===== config.mk =====
export PLATFORM = sky130hd
export DESIGN_NAME = sfc_serial_frame_control
export DESIGN_NICKNAME = d
export VERILOG_FILES = /design/src/sfc_pkg.sv /design/src/sfc_fmt_if.sv /design/src/sfc_tx.sv /design/src/sfc_rx.sv /design/src/sfc_serial_frame_control.sv
export SDC_FILE = /design/constraint.sdc
export NUM_CORES = 1
export LEC_CHECK = 0
export BUFFER_PORTS_ARGS = -buffer_cell sky130_fd_sc_hd__buf_2
export CAP_MARGIN = 20
export CELL_PAD_IN_SITES_DETAIL_PLACEMENT = 0
export CELL_PAD_IN_SITES_GLOBAL_PLACEMENT = 1
export CORE_MARGIN = 8
export CORE_UTILIZATION = 25
export DETAILED_ROUTE_END_ITERATION = 10
export PLACE_DENSITY_LB_ADDON = 0.1
export SYNTH_ARGS = -nofsm -noshare
export SYNTH_HDL_FRONTEND = slang
export SYNTH_SLANG_ARGS = --single-unit

===== constraint.sdc =====
create_clock -name i_clk -period 5.2 [get_ports i_clk]
set_input_delay 0.52 -clock i_clk [delete_from_list [all_inputs] [get_ports i_clk]]
set_output_delay 0.52 -clock i_clk [all_outputs]
set_load 0.01 [all_outputs]

===== src/sfc_pkg.sv =====
// package: register map, field layout, frame constants and shared helpers
package sfc_pkg;
  // ----------------------------------------------------------------
  // register offsets (word index on the plain register port)
  // ----------------------------------------------------------------
  localparam logic [2:0] OFS_CTL1  = 3'h0;  // serial_frame_control
  localparam logic [2:0] OFS_STAT  = 3'h1;
  localparam logic [2:0] OFS_DATA  = 3'h2;
  localparam logic [2:0] OFS_BAUD  = 3'h3;
  localparam logic [2:0] OFS_CTL2  = 3'h4;
  localparam logic [2:0] OFS_IST   = 3'h5;
  localparam logic [2:0] OFS_IMSK  = 3'h6;
  // ----------------------------------------------------------------
  // field positions and reset values
  // ----------------------------------------------------------------
  localparam int unsigned CF_RX9  = 7;  // receive_ninth_bit
  localparam int unsigned CF_TX9  = 6;  // transmit_ninth_bit
  localparam int unsigned CF_STOP = 5;  // serial_low_power_stop
  localparam int unsigned CF_W9   = 4;  // nine-bit word length
  localparam int unsigned CF_WAKE = 3;  // mute exit: 0 idle, 1 address mark
  localparam int unsigned CF_PCE  = 2;  // parity_control_enable
  localparam int unsigned CF_PODD = 1;  // parity_odd_select
  localparam int unsigned CF_PIE  = 0;  // parity_error_irq_enable
  localparam int unsigned ST_TDRE = 7;
  localparam int unsigned ST_TC   = 6;
  localparam int unsigned ST_RDRF = 5;
  localparam int unsigned ST_IDLE = 4;
  localparam int unsigned ST_FE   = 1;
  localparam int unsigned ST_PE   = 0;  // parity_error_flag
  localparam int unsigned C2_TXEN = 0;
  localparam int unsigned C2_RXEN = 1;
  localparam int unsigned C2_MUTE = 2;
  localparam int unsigned IR_PE   = 0;
  localparam int unsigned IR_RX   = 1;
  localparam int unsigned IR_TX   = 2;
  localparam int unsigned IR_IDLE = 3;
  localparam logic [7:0] CTL1_RST = 8'h00;
  localparam logic [7:0] CTL2_RST = 8'h00;
  localparam logic [7:0] BAUD_RST = 8'h0f;  // bit time = divisor + 1 clocks
  localparam logic [3:0] IMSK_RST = 4'h0;
  localparam logic [3:0] DBITS8   = 4'h8;
  localparam logic [3:0] DBITS9   = 4'h9;
  typedef enum logic [1:0] {TX_IDLE = 2'b01, TX_SEND = 2'b10} sfc_tx_e;
  typedef enum logic [3:0] {RX_IDLE = 4'h1, RX_START = 4'h2, RX_DATA = 4'h4,
                            RX_STOP = 4'h8} sfc_rx_e;
  // parity bit over the data bits: even makes the total of ones even
  function automatic logic sfc_parity(input logic [8:0] b, input logic odd);
    return (^b) ^ odd;
  endfunction : sfc_parity
  // bit times per frame: start, data, stop
  function automatic logic [3:0] sfc_frame_len(input logic w9);
    return (w9 ? DBITS9 : DBITS8) + 4'h2;
  endfunction : sfc_frame_len
endpackage : sfc_pkg


===== src/sfc_fmt_if.sv =====
// interface: frame format and prescaler settings shared by tx and rx
`timescale 1ns/1ps
`default_nettype none
interface sfc_fmt_if;
  logic       word9;
  logic       par_en;
  logic       par_odd;
  logic       halt;
  logic [7:0] div;
  modport src  (output word9, par_en, par_odd, halt, div);
  modport sink (input  word9, par_en, par_odd, halt, div);
endinterface : sfc_fmt_if
`default_nettype wire


===== src/sfc_tx.sv =====
// transmit framer: start, 8 or 9 data bits, stop, lsb first
`timescale 1ns/1ps
`default_nettype none
module sfc_tx (
  input  wire logic       i_clk,
  input  wire logic       i_rst,
  sfc_fmt_if.sink         fmt,
  input  wire logic       i_start,
  input  wire logic [7:0] i_data,
  input  wire logic       i_bit8,
  output logic            o_busy,
  output logic            o_done,
  output logic            o_txd
);
  import sfc_pkg::*;
  sfc_tx_e     state_r;
  logic [10:0] shf_r;
  logic [7:0]  cnt_r;
  logic [3:0]  nbit_r;
  logic [8:0]  word;
  // top data slot carries parity or plain data; 8-bit frames put stop in bit 8
  always_comb begin
    word = {i_bit8, i_data};
    if (fmt.word9 && fmt.par_en) word[8] = sfc_parity({1'b0, i_data}, fmt.par_odd);
    if (!fmt.word9) word[8] = 1'b1;
    if (!fmt.word9 && fmt.par_en) word[7] = sfc_parity({2'b00, i_data[6:0]}, fmt.par_odd);
  end
  // format is sampled only at frame start, so changes wait for the next byte
  always_ff @(posedge i_clk) begin
    if (i_rst) begin
      state_r <= TX_IDLE;
      shf_r   <= 11'h7ff;
      cnt_r   <= 8'h00;
      nbit_r  <= 4'h0;
      o_done  <= 1'b0;
    end else begin
      o_done <= 1'b0;
      case (state_r)
        TX_IDLE: begin
          if (i_start && !fmt.halt) begin
            state_r <= TX_SEND;
            shf_r   <= {1'b1, word, 1'b0};
            cnt_r   <= fmt.div;
            nbit_r  <= sfc_frame_len(fmt.word9);
          end
        end
        TX_SEND: begin
          if (cnt_r == 8'h00) begin
            cnt_r  <= fmt.div;
            shf_r  <= {1'b1, shf_r[10:1]};
            nbit_r <= nbit_r - 4'h1;
            if (nbit_r == 4'h1) begin
              state_r <= TX_IDLE;
              o_done  <= 1'b1;
            end
          end else cnt_r <= cnt_r - 8'h01;
        end
        default: state_r <= TX_IDLE;
      endcase
    end
  end
  assign o_busy = (state_r == TX_SEND);
  assign o_txd  = shf_r[0];
endmodule : sfc_tx
`default_nettype wire


===== src/sfc_rx.sv =====
// receive deframer with parity check and idle-line detection
`timescale 1ns/1ps
`default_nettype none
module sfc_rx (
  input  wire logic       i_clk,
  input  wire logic       i_rst,
  sfc_fmt_if.sink         fmt,
  input  wire logic       i_rxd,
  output logic            o_done,
  output logic [7:0]      o_data,
  output logic            o_bit8,
  output logic            o_nine,
  output logic            o_perr,
  output logic            o_ferr,
  output logic            o_idle
);
  import sfc_pkg::*;
  sfc_rx_e    state_r;
  logic [7:0] cnt_r;
  logic [3:0] nbit_r;
  logic [3:0] idle_r;
  logic       idle_arm_r;
  logic       w9_r;
  logic       pen_r;
  logic       podd_r;
  logic [8:0] sh_r;
  logic [8:0] word;
  logic       bad;
  // 8-bit frames land in sh_r[8:1]; parity sits in the top data slot
  assign word = w9_r ? sh_r : {1'b0, sh_r[8:1]};
  assign bad  = w9_r ? (sfc_parity({1'b0, word[7:0]}, podd_r) != word[8])
                     : (sfc_parity({2'b00, word[6:0]}, podd_r) != word[7]);
  always_ff @(posedge i_clk) begin
    if (i_rst) begin
      state_r    <= RX_IDLE;
      cnt_r      <= 8'h00;
      nbit_r     <= 4'h0;
      idle_r     <= 4'h0;
      idle_arm_r <= 1'b0;
      w9_r       <= 1'b0;
      pen_r      <= 1'b0;
      podd_r     <= 1'b0;
      sh_r       <= 9'h000;
      o_done     <= 1'b0;
      o_data     <= 8'h00;
      o_bit8     <= 1'b0;
      o_nine     <= 1'b0;
      o_perr     <= 1'b0;
      o_ferr     <= 1'b0;
      o_idle     <= 1'b0;
    end else begin
      o_done <= 1'b0;
      o_idle <= 1'b0;
      case (state_r)
        RX_IDLE: begin
          if (!i_rxd && !fmt.halt) begin
            state_r <= RX_START;
            cnt_r   <= {1'b0, fmt.div[7:1]};  // aim at mid start bit
            idle_r  <= 4'h0;
            w9_r    <= fmt.word9;
            pen_r   <= fmt.par_en;
            podd_r  <= fmt.par_odd;
          end else if (fmt.halt) cnt_r <= fmt.div;  // prescaler stopped
          else if (cnt_r != 8'h00) cnt_r <= cnt_r - 8'h01;
          else begin
            cnt_r <= fmt.div;
            if (idle_r != sfc_frame_len(fmt.word9)) idle_r <= idle_r + 4'h1;
            else if (idle_arm_r) begin
              o_idle     <= 1'b1;
              idle_arm_r <= 1'b0;
            end
          end
        end
        RX_START: begin
          if (cnt_r != 8'h00) cnt_r <= cnt_r - 8'h01;
          else begin
            state_r <= i_rxd ? RX_IDLE : RX_DATA;  // glitch rejected
            cnt_r   <= fmt.div;
            nbit_r  <= w9_r ? DBITS9 : DBITS8;
          end
        end
        RX_DATA: begin
          if (cnt_r != 8'h00) cnt_r <= cnt_r - 8'h01;
          else begin
            sh_r   <= {i_rxd, sh_r[8:1]};
            cnt_r  <= fmt.div;
            nbit_r <= nbit_r - 4'h1;
            if (nbit_r == 4'h1) state_r <= RX_STOP;
          end
        end
        RX_STOP: begin
          if (cnt_r != 8'h00) cnt_r <= cnt_r - 8'h01;
          else begin
            state_r    <= RX_IDLE;
            cnt_r      <= fmt.div;
            idle_arm_r <= 1'b1;
            o_done     <= 1'b1;
            o_data     <= word[7:0];
            o_bit8     <= word[8];
            o_nine     <= w9_r;
            o_perr     <= pen_r && bad;
            o_ferr     <= !i_rxd;
          end
        end
        default: state_r <= RX_IDLE;
      endcase
    end
  end
endmodule : sfc_rx
`default_nettype wire


===== src/sfc_serial_frame_control.sv =====
// serial interface top: frame control register, status, data and link logic
//
// Contract
// - in nine-bit mode the received ninth bit is stored in control bit 7.
// - in nine-bit mode control bit 6 is sent as ninth data bit.
// - low-power stop halts prescalers and outputs after the current byte.
// - bit 4 picks 8 or 9 data bits, always one start and stop.
// - bit 3 picks mute exit by idle line or by address mark.
// - parity occupies the top data slot when enabled; every received word checked.
// - parity enable change applies only after the byte in progress.
// - bit 1 picks even or odd parity, applied from the next byte.
// - parity interrupt enable raises interrupt while the parity error flag is set.
// - reset clears control bits 6 to 0; bit 7 has no defined value.
// - parity error flag set on failure, cleared by status read then data access.
`timescale 1ns/1ps
`default_nettype none
module sfc_serial_frame_control (
  input  wire logic       i_clk,
  input  wire logic       i_rst,
  input  wire logic [2:0] i_addr,
  input  wire logic [7:0] i_wdata,
  input  wire logic       i_wr,
  input  wire logic       i_rd,
  output logic [7:0]      o_rdata,
  input  wire logic       i_rxd,
  output logic            o_txd,
  output logic            o_txd_oe,
  output logic            o_irq
);
  import sfc_pkg::*;

  // ----------------------------------------------------------------
  // declarations
  // ----------------------------------------------------------------
  // software-visible state
  logic [7:0] ctl1_r;
  logic [7:0] ctl2_r;
  logic [7:0] baud_r;
  logic       mute_r;
  logic [7:0] tdr_r;
  logic       tdr_bit8_r;
  logic       tdre_r;
  logic       tc_r;
  logic [7:0] rdr_r;
  logic       rdrf_r;
  logic       idle_r;
  logic       fe_r;
  logic       pe_r;
  logic       seq_r;
  logic [3:0] ist_r;
  logic [3:0] imsk_r;
  logic [7:0] rdata_r;

  // synchroniser stages
  logic       rxd_meta_r;
  logic       rxd_sync_r;

  // port strobes
  logic       wr_ctl1;
  logic       wr_ctl2;
  logic       wr_baud;
  logic       wr_data;
  logic       wr_imsk;
  logic       rd_stat;
  logic       rd_data;
  logic       rd_ist;
  logic       data_acc;

  // framer handshakes
  logic       tx_go;
  logic       tx_busy;
  logic       tx_done;
  logic       tx_line;
  logic       rx_done;
  logic [7:0] rx_data;
  logic       rx_bit8;
  logic       rx_nine;
  logic       rx_perr;
  logic       rx_ferr;
  logic       rx_idle;

  // wake and flag qualifiers
  logic       rx_msb;
  logic       wake_addr;
  logic       wake_idle;
  logic       rx_take;
  logic       idle_take;
  logic [3:0] ev;

  sfc_fmt_if fmt ();

  // ----------------------------------------------------------------
  // register port decode
  // ----------------------------------------------------------------
  function automatic logic hit(input logic stb, input logic [2:0] a,
                               input logic [2:0] ofs);
    return stb && (a == ofs);
  endfunction : hit

  // one strobe per cycle, so at most one of these is high
  assign wr_ctl1  = hit(i_wr, i_addr, OFS_CTL1);
  assign wr_ctl2  = hit(i_wr, i_addr, OFS_CTL2);
  assign wr_baud  = hit(i_wr, i_addr, OFS_BAUD);
  assign wr_data  = hit(i_wr, i_addr, OFS_DATA);
  assign wr_imsk  = hit(i_wr, i_addr, OFS_IMSK);
  assign rd_stat  = hit(i_rd, i_addr, OFS_STAT);
  assign rd_data  = hit(i_rd, i_addr, OFS_DATA);
  assign rd_ist   = hit(i_rd, i_addr, OFS_IST);
  assign data_acc = wr_data || rd_data;

  // ----------------------------------------------------------------
  // receive pin synchroniser
  // ----------------------------------------------------------------
  // second stage is the only reader of the first
  always_ff @(posedge i_clk) begin
    if (i_rst) begin
      rxd_meta_r <= 1'b1;
      rxd_sync_r <= 1'b1;
    end else begin
      rxd_meta_r <= i_rxd;
      rxd_sync_r <= rxd_meta_r;
    end
  end

  // ----------------------------------------------------------------
  // frame control register
  // ----------------------------------------------------------------
  // bit 7 is hardware-written only; a software write leaves it alone
  always_ff @(posedge i_clk) begin
    if (i_rst) begin
      ctl1_r <= CTL1_RST;  // bit 7 given zero as its don't-care value
    end else begin
      if (wr_ctl1) ctl1_r[CF_TX9:0] <= i_wdata[CF_TX9:0];
      if (rx_take && rx_nine) ctl1_r[CF_RX9] <= rx_bit8;
    end
  end

  // ----------------------------------------------------------------
  // link settings handed to the framers
  // ----------------------------------------------------------------
  // framers latch format and parity at frame start, so those land on the next byte; the divisor is reloaded every bit
  assign fmt.word9   = ctl1_r[CF_W9];
  assign fmt.par_en  = ctl1_r[CF_PCE];
  assign fmt.par_odd = ctl1_r[CF_PODD];
  assign fmt.halt    = ctl1_r[CF_STOP];
  assign fmt.div     = baud_r;

  // ----------------------------------------------------------------
  // enables, divisor, mute
  // ----------------------------------------------------------------
  always_ff @(posedge i_clk) begin
    if (i_rst) begin
      ctl2_r <= CTL2_RST;
      baud_r <= BAUD_RST;
    end else begin
      if (wr_ctl2) ctl2_r <= {5'h00, 1'b0, i_wdata[C2_RXEN], i_wdata[C2_TXEN]};
      if (wr_baud) baud_r <= i_wdata;
    end
  end

  // top data slot of the word: address mark candidate
  assign rx_msb    = rx_nine ? rx_bit8 : rx_data[7];
  assign wake_addr = rx_done && ctl1_r[CF_WAKE] && rx_msb;
  assign wake_idle = rx_idle && !ctl1_r[CF_WAKE];

  // software enters mute; hardware leaves it on the chosen wake event
  always_ff @(posedge i_clk) begin
    if (i_rst) begin
      mute_r <= 1'b0;
    end else if (wr_ctl2) begin
      mute_r <= i_wdata[C2_MUTE];
    end else if (mute_r && (wake_addr || wake_idle)) begin
      mute_r <= 1'b0;
    end
  end

  // the waking address word itself is delivered
  assign rx_take   = rx_done && ctl2_r[C2_RXEN] && (!mute_r || wake_addr);
  assign idle_take = rx_idle && ctl2_r[C2_RXEN] && !mute_r;

  // ----------------------------------------------------------------
  // transmit holding register
  // ----------------------------------------------------------------
  // handover only while the framer is idle
  assign tx_go = !tdre_r && ctl2_r[C2_TXEN] && !fmt.halt && !tx_busy;

  // ninth bit frozen with the data byte
  always_ff @(posedge i_clk) begin
    if (i_rst) begin
      tdr_r      <= 8'h00;
      tdr_bit8_r <= 1'b0;
    end else if (wr_data) begin
      tdr_r      <= i_wdata;
      tdr_bit8_r <= ctl1_r[CF_TX9];
    end
  end

  // write empties nothing: it fills; handover to the framer empties
  always_ff @(posedge i_clk) begin
    if (i_rst) begin
      tdre_r <= 1'b1;
      tc_r   <= 1'b0;
    end else begin
      if (wr_data) tdre_r <= 1'b0;
      else if (tx_go) tdre_r <= 1'b1;
      if (wr_data) tc_r <= 1'b0;
      if (tx_done) tc_r <= 1'b1;
    end
  end

  // ----------------------------------------------------------------
  // receive buffer and flags
  // ----------------------------------------------------------------
  // clear sequence: status read arms, next data access consumes
  always_ff @(posedge i_clk) begin
    if (i_rst) begin
      seq_r <= 1'b0;
    end else if (rd_stat) begin
      seq_r <= 1'b1;
    end else if (data_acc) begin
      seq_r <= 1'b0;
    end
  end

  // no overrun tracking: a new word overwrites
  always_ff @(posedge i_clk) begin
    if (i_rst) begin
      rdr_r <= 8'h00;
    end else if (rx_take) begin
      rdr_r <= rx_data;
    end
  end

  // set after clear in each flag, so an event in the clear cycle survives
  always_ff @(posedge i_clk) begin
    if (i_rst) begin
      rdrf_r <= 1'b0;
      idle_r <= 1'b0;
      fe_r   <= 1'b0;
      pe_r   <= 1'b0;
    end else begin
      if (seq_r && rd_data) begin
        rdrf_r <= 1'b0;
        idle_r <= 1'b0;
        fe_r   <= 1'b0;
      end
      if (seq_r && data_acc) pe_r <= 1'b0;
      if (rx_take) rdrf_r <= 1'b1;
      if (idle_take) idle_r <= 1'b1;
      if (rx_take && rx_ferr) fe_r <= 1'b1;
      if (rx_take && rx_perr) pe_r <= 1'b1;
    end
  end

  // ----------------------------------------------------------------
  // interrupt status and mask
  // ----------------------------------------------------------------
  // one-cycle event pulses
  assign ev[IR_PE]   = rx_take && rx_perr;
  assign ev[IR_RX]   = rx_take;
  assign ev[IR_TX]   = tx_done;
  assign ev[IR_IDLE] = idle_take;

  // read clears, but a same-cycle event is kept
  always_ff @(posedge i_clk) begin
    if (i_rst) begin
      ist_r <= 4'h0;
    end else begin
      ist_r <= (rd_ist ? 4'h0 : ist_r) | ev;
    end
  end

  // mask gates only the output
  always_ff @(posedge i_clk) begin
    if (i_rst) begin
      imsk_r <= IMSK_RST;
    end else if (wr_imsk) begin
      imsk_r <= i_wdata[3:0];
    end
  end

  // parity interrupt enable acts on the live flag, independent of the mask
  assign o_irq = (|(ist_r & imsk_r)) || (ctl1_r[CF_PIE] && pe_r);

  // ----------------------------------------------------------------
  // read data, one cycle after the strobe
  // ----------------------------------------------------------------
  // idle cycles return zero
  always_ff @(posedge i_clk) begin
    if (i_rst) begin
      rdata_r <= 8'h00;
    end else if (!i_rd) begin
      rdata_r <= 8'h00;
    end else begin
      case (i_addr)
        OFS_CTL1: rdata_r <= ctl1_r;
        OFS_STAT: rdata_r <= {tdre_r, tc_r, rdrf_r, idle_r, 2'b00, fe_r, pe_r};
        OFS_DATA: rdata_r <= rdr_r;
        OFS_BAUD: rdata_r <= baud_r;
        OFS_CTL2: rdata_r <= {5'h00, mute_r, ctl2_r[C2_RXEN], ctl2_r[C2_TXEN]};
        OFS_IST:  rdata_r <= {4'h0, ist_r};
        OFS_IMSK: rdata_r <= {4'h0, imsk_r};
        default:  rdata_r <= 8'h00;
      endcase
    end
  end
  assign o_rdata = rdata_r;

  // ----------------------------------------------------------------
  // framers and pin drive
  // ----------------------------------------------------------------
  sfc_tx u_tx (
    .i_clk   (i_clk),
    .i_rst   (i_rst),
    .fmt     (fmt.sink),
    .i_start (tx_go),
    .i_data  (tdr_r),
    .i_bit8  (tdr_bit8_r),
    .o_busy  (tx_busy),
    .o_done  (tx_done),
    .o_txd   (tx_line)
  );

  // disabled receiver sees an idle line
  sfc_rx u_rx (
    .i_clk  (i_clk),
    .i_rst  (i_rst),
    .fmt    (fmt.sink),
    .i_rxd  (rxd_sync_r || !ctl2_r[C2_RXEN]),
    .o_done (rx_done),
    .o_data (rx_data),
    .o_bit8 (rx_bit8),
    .o_nine (rx_nine),
    .o_perr (rx_perr),
    .o_ferr (rx_ferr),
    .o_idle (rx_idle)
  );

  // output released once the stop is set and the frame has drained
  assign o_txd    = tx_line;
  assign o_txd_oe = ctl2_r[C2_TXEN] && !(fmt.halt && !tx_busy);

endmodule : sfc_serial_frame_control
`default_nettype wire


# Yosys cells after proc, flatten, opt, wreduce, memory -nomap -nowiden
# Cells that the tools add are included.
# W data, S select, Z words.
dict set report op_classes {
  n_addsub 6
  n_reduce_logical 82
  n_bitwise 12
  muxes 64
  eq_ne 31
}
# cell n
set op_table {}
lappend op_table {{$mux W4} 14}
lappend op_table {{$pmux W8 S7} 1}
lappend op_table {{$mux W8} 5}
lappend op_table {{$reduce_xor A9 Y1} 4}
lappend op_table {{$logic_and A1 B1 Y1} 32}
lappend op_table {{$pmux W8 S2} 2}
lappend op_table {{$mux W1} 29}
lappend op_table {{$reduce_bool A2 Y1} 13}
lappend op_table {{$mux W11} 2}
lappend op_table {{$pmux W11 S2} 1}
lappend op_table {{$pmux W4 S2} 2}
lappend op_table {{$pmux W4 S4} 1}
lappend op_table {{$sub A8 B1 Y8 const B} 2}
lappend op_table {{$ne A2 B1 Y1 const B} 7}
lappend op_table {{$ne A2 B2 Y1 const B} 7}
lappend op_table {{$eq A4 B1 Y1 const B} 3}
lappend op_table {{$eq A3 B3 Y1 const B} 3}
lappend op_table {{$logic_not A1 Y1} 9}
lappend op_table {{$mux W9} 1}
lappend op_table {{$reduce_and A3 Y1} 3}
lappend op_table {{$logic_not A8 Y1} 1}
lappend op_table {{$reduce_and A2 Y1} 4}
lappend op_table {{$reduce_bool A8 Y1} 1}
lappend op_table {{$sub A4 B1 Y4 const B} 2}
lappend op_table {{other kinds (28)} 46}
dict set report word_totals {
  output_inout_bits 11
  regBits 134
  word_cells 236
  input_bits 16
}

# Depth between registers and ports, before layout
dict set report logic_depth {
  ltp_word 8
  ltp_mapped 9
  ltp_nobuf 7
}

# Modules after synthesis
# Synthesis repeated with hierarchy kept, for this count alone.
dict set report hier_totals {
  hier_cells 750
  hier_area_um2 6601.3
}
# module n_inst area_per_inst_um2 cells_each seq_area_each_um2
set modules_own_cells {}
lappend modules_own_cells {sfc_serial_frame_control 1 2686.3 285 1221.2}
lappend modules_own_cells {sfc_rx 1 2523.7 294 940.9}
lappend modules_own_cells {sfc_tx 1 1391.3 171 500.5}

# Worst setup path before layout
# OpenSTA, ideal clock, no wires.
dict set report synth_path {
  path_type {register to register}
  start {register u_tx.state_r[0]}
  end {register u_tx.shf_r[0]}
  setup_time_ns 0.120
  required_time_ns 5.080
  arrival_time_ns 1.867
  path_stages_with_launch 8
  slack_ns 3.214
  n_path_buf 1
  cell_sequence {dfxtp_1 -> inv_1 -> ha_1 -> or4b_1 -> a21oi_1 -> nand2_2 -> buf_2 -> a211o_1}
}
dict set report synth_between {
  elab_chain_cells 6
  word_cells_on_any_way 10
  cone_classes {4 x eq/ne; 1 x mux; 5 x reduce/logical}
}
# item line_no
set synth_rtl {}
lappend synth_rtl {{from (decl)} sfc_tx.sv:16} ;# sfc_tx_e state_r;
lappend synth_rtl {{from (signal assigned)} sfc_tx.sv:31} ;# state_r <= TX_IDLE;
lappend synth_rtl {{from (signal assigned)} sfc_tx.sv:41} ;# state_r <= TX_SEND;
lappend synth_rtl {{from (signal assigned)} sfc_tx.sv:53} ;# state_r <= TX_IDLE;
lappend synth_rtl {{$eq A2 B2 Y1} {sfc_tx.sv:38, sfc_tx.sv:62}}
lappend synth_rtl {{$logic_not A1 Y1} sfc_serial_frame_control.sv:185} ;# assign tx_go = !tdre_r && ctl2_r[C2_TXEN] && !fmt.halt && !tx_busy;
lappend synth_rtl {{$logic_and A1 B1 Y1} sfc_serial_frame_control.sv:185}
lappend synth_rtl {{$logic_and A1 B1 Y1} sfc_tx.sv:40} ;# if (i_start && !fmt.halt) begin
lappend synth_rtl {{$ne A2 B1 Y1 (no source line)} -}
lappend synth_rtl {{$reduce_and A3 Y1 (no source line)} -}
lappend synth_rtl {{to (signal assigned)} sfc_tx.sv:42} ;# shf_r <= {1'b1, word, 1'b0};
lappend synth_rtl {{to (signal assigned)} sfc_tx.sv:50} ;# shf_r <= {1'b1, shf_r[10:1]};
lappend synth_rtl {{to (decl)} sfc_tx.sv:17} ;# logic [10:0] shf_r;
# Parallel ways exist; a longest one is shown, timed or not.
# A chain may end at the register's enable or synchronous reset.

# Worst setup path in the final report
dict set report layout_path {
  start {register u_tx.state_r[0]}
  end {register u_tx.cnt_r[3]}
}
dict set report layout_between {
  elab_chain_cells 6
  word_cells_on_any_way 9
  cone_classes {3 x eq/ne; 1 x mux; 5 x reduce/logical}
}
# item line_no
set layout_rtl {}
lappend layout_rtl {{$eq A2 B2 Y1} {sfc_tx.sv:38, sfc_tx.sv:62}}
lappend layout_rtl {{$logic_not A1 Y1} sfc_serial_frame_control.sv:185}
lappend layout_rtl {{$logic_and A1 B1 Y1} sfc_serial_frame_control.sv:185}
lappend layout_rtl {{$logic_and A1 B1 Y1} sfc_tx.sv:40}
lappend layout_rtl {{$ne A2 B1 Y1 (no source line)} -}
lappend layout_rtl {{$reduce_and A2 Y1 (no source line)} -}
lappend layout_rtl {{to (signal assigned)} sfc_tx.sv:43} ;# cnt_r <= fmt.div;
lappend layout_rtl {{to (signal assigned)} sfc_tx.sv:49} ;# cnt_r <= fmt.div;
lappend layout_rtl {{to (signal assigned)} sfc_tx.sv:56} ;# end else cnt_r <= cnt_r - 8'h01;
lappend layout_rtl {{to (decl)} sfc_tx.sv:18} ;# logic [7:0] cnt_r;
# Parallel ways exist; a longest one is shown, timed or not.

==> reports/qor.yml <==
synth.largest_area_cell: "dfxtp_1"
coreArea_sq_mm: 0.0258
clock_sinks: 133
rrSetupSlack_ns: 2.25
worst_slew_pin_slew_ns: 0.953
io_buffers: 26
whs_path_depth: 2
grt_setup_unrepaired: "no"
gp_congestion: 0.733
final-hold-violation-count: 0
cts_tree: "built"
vias: 5276
yosys_warnings: 0
tns_ns: 0
clkPwrFrac_pct: 45.4
antenna_cells: 0
finish.utilization_pct: 29.3
clockBufferDepth: 2
die_area_sq_mm: 0.0313
dp_hpwl_um: 13000
synth_edf_count: 0
wire_per_inst_um: 16.6
crit_fanout: 23
ctsHoldBuffers: 0
clk_latency_ns: 0.41
swShare_pct: 27.6
fin_crit_sh_pct: 56.7
p_switching_uw: 793
root_buffer: "clkbuf_16"
yosysSeqAreaShare_pct: 41.1
hold_end: "rxd_meta_r"
clkSlewWorstSetupHoldPaths_ns: 0.06
grt_pass1_wl_um: 29800
p_comb_share_pct: 15.6
post_cts_buffers: 0
drc: 0
synth_area_sq_mm: 0.00648
worstPathRequired_ns: 5.47
nets: 789
routed_via_density: 4.75
stdcell_area_sq_mm: 0.00755
yosys_most_used_dff: "dfxtp_1"
fp.dieW_um: 177
crit_chain: "inv_1 -> ha_1 -> inv_1 -> a31oi_1 -> mux2_2 -> a22oi_1 -> nor2_1"
grt_start_max_net_pins: 68
track_usage_pct: 12.1
min_period_ns: 2.95
synth_top_area_share_pct: 41.1
start_util_pct: 25.2
antenna_found_initial: 0
syn-num-nets: 782
dpl_cell_area_sq_mm: 0.00691
die_y_um: 177
p_int_uw: 2080
reg2regPathDepth: 7
start_kind: "register"
pwr-share-seq_pct: 39.0
rows: 59
maxCapViolCount: 0
critPathBufInv: 2
synth_most_common_cell: "dfxtp_1"
cp.arrival_ns: 3.22
drv_slew: 0
skew_ns: 0.00970
critPathMaxStageDelay_ns: 0.79
r2r-start: "u_tx.state_r[0]"
synth_cell_types: 67
cts_resized: 0
grt_pass1_vias: 5379
htree_levels: 4
finalSetupViolations: 0
fmax_mhz: 339
cp_slowest_cell: "ha_1"
syn_inst: 755
fin_cells: 1110
finalWirelength_um: 18400
regToRegEndpoint: "u_tx.cnt_r[3]"
worstSetupPathType: "register to register"
drtIter0Drc: 303
outcome: "completed"
async_flop_share_pct: 0
cp_top_family: "compound AO/OA/AOI/OAI gates"
holdCritPathClass: "primary input to register"
p_leak_uw: 0.00269
num_io_pins: 27
synth.area.top_cells: "dfxtp_1 41%, mux2i_1 8.5%, nand2_1 5.7%, a21oi_1 4.9%, nor2_1 4.9%"
drive_above_1_share_pct: 12.0
synth.avg_cell_area_sq_um: 8.59
synth_commonest_cells: "133 x dfxtp_1, 98 x nand2_1, 84 x nor2_1"
syn2layout_area_growth_pct: 16.4
vdd_ir_drop_max_v: 0.000172
antenna_left: 0
drt_first_pass_iters: 4
cp-end-kind: "register"
power_density_mw_per_mm2: 381
grt_remaining_overflow: 0
relSlewSlack_pct: 36.4
ys_seq_elements: 133
cts_made_buffers: 17
hold_start: "i_rxd"
crit_top_cell: "inv_1"
dp_cells: 1078
==> through the flow <==
step | setup slack (ns) | hold WS (ns) | power [uW]
6_report | 2.25 | 0.294 | 2870
5_1_grt | 2.01 | 0.270 | 3020
2_1_floorplan | 3.21 | 0.389 | 1460
4_1_cts | 2.24 | 0.273 | 2920
3_3_place_gp | 2.34 | 0.438 | 1590
3_5_place_dp | 2.30 | 0.444 | 1590
==> cells in the final DEF, fill, tap and decap left out, types with 10 or more instances in the layout <==
cell type,n
a211oi_1,18
dfxtp_1,133
inv_1,21
a21oi_1,63
mux2i_1,55
nand3_1,24
buf_4,11
nor2b_1,14
clkbuf_16,17
nor2_1,84
a211o_1,10
xnor2_1,15
o21ai_0,32
nor3_1,16
nand2_1,98
buf_2,25
ha_1,11
==> worst max path at each step <==
stage,endpoint,startpoint,cells past startpoint,slack [ns]
floorplan,u_tx.shf_r[0],u_tx.state_r[0],7,3.21
global placement,u_tx.cnt_r[3],u_tx.state_r[0],7,2.34
detailed placement,u_tx.cnt_r[3],u_tx.state_r[0],7,2.30
CTS,o_txd_oe,u_tx.state_r[0],5,2.24
global route,u_tx.cnt_r[3],u_tx.state_r[0],7,2.01
finish,u_tx.cnt_r[3],u_tx.state_r[0],7,2.25
==> cell families (layout without fill, tap and decap cells) <==
kind of cell,after synthesis,in the layout,synth area share (%)
muxes,63,63,11.1
DFF,133,133,41.1
buffers and inverters,69,89,4.36
adders and majority gates,11,11,2.12
AOI/OAI and AO/OA,169,169,16.5
and+or+nand+nor,288,288,21.0
xor gates and xnor gates,22,22,3.84
==> registers in the layout, indices dropped and copies added (netlist names), 8 cells and up <==
name and cells:
u_rx.sh_r 9, baud_r 8, o_rdata 8, ctl1_r 8
rdr_r 8, u_tx.shf_r 10, u_tx.cnt_r 8, u_rx.o_data 8
tdr_r 8, u_rx.cnt_r 8
==> per-layer routing <==
| metal | share of wire, % | track usage, % |
|---|---|---|
| met5 | 0 | 0 |
| met1 | 49 | 15.4 |
| met3 | 2.2 | 2.69 |
| met2 | 48 | 20.3 |
| met4 | 0.60 | 3.01 |
==> cell type report <==
cell class / count / area, sq um
clock buffer: 18 / 439
clock inverter: 14 / 200
fill: 2729 / 18200
inverter: 21 / 78.8
multi-input combinational: 553 / 3540
sequential: 133 / 2660
tap: 335 / 419
timing repair buffer: 36 / 208
==> power by group through the flow <==
stage / clock network (uW) / registers, uW / logic [uW]
after global routing: 1400 / 1130 / 498
after global placement: 0 / 1140 / 447
final: 1300 / 1120 / 448
after CTS: 1350 / 1120 / 450
after detailed placement: 0 / 1140 / 447
after floorplan: 0 / 1120 / 343
Note: power is estimated with default switching activity, not from simulation.
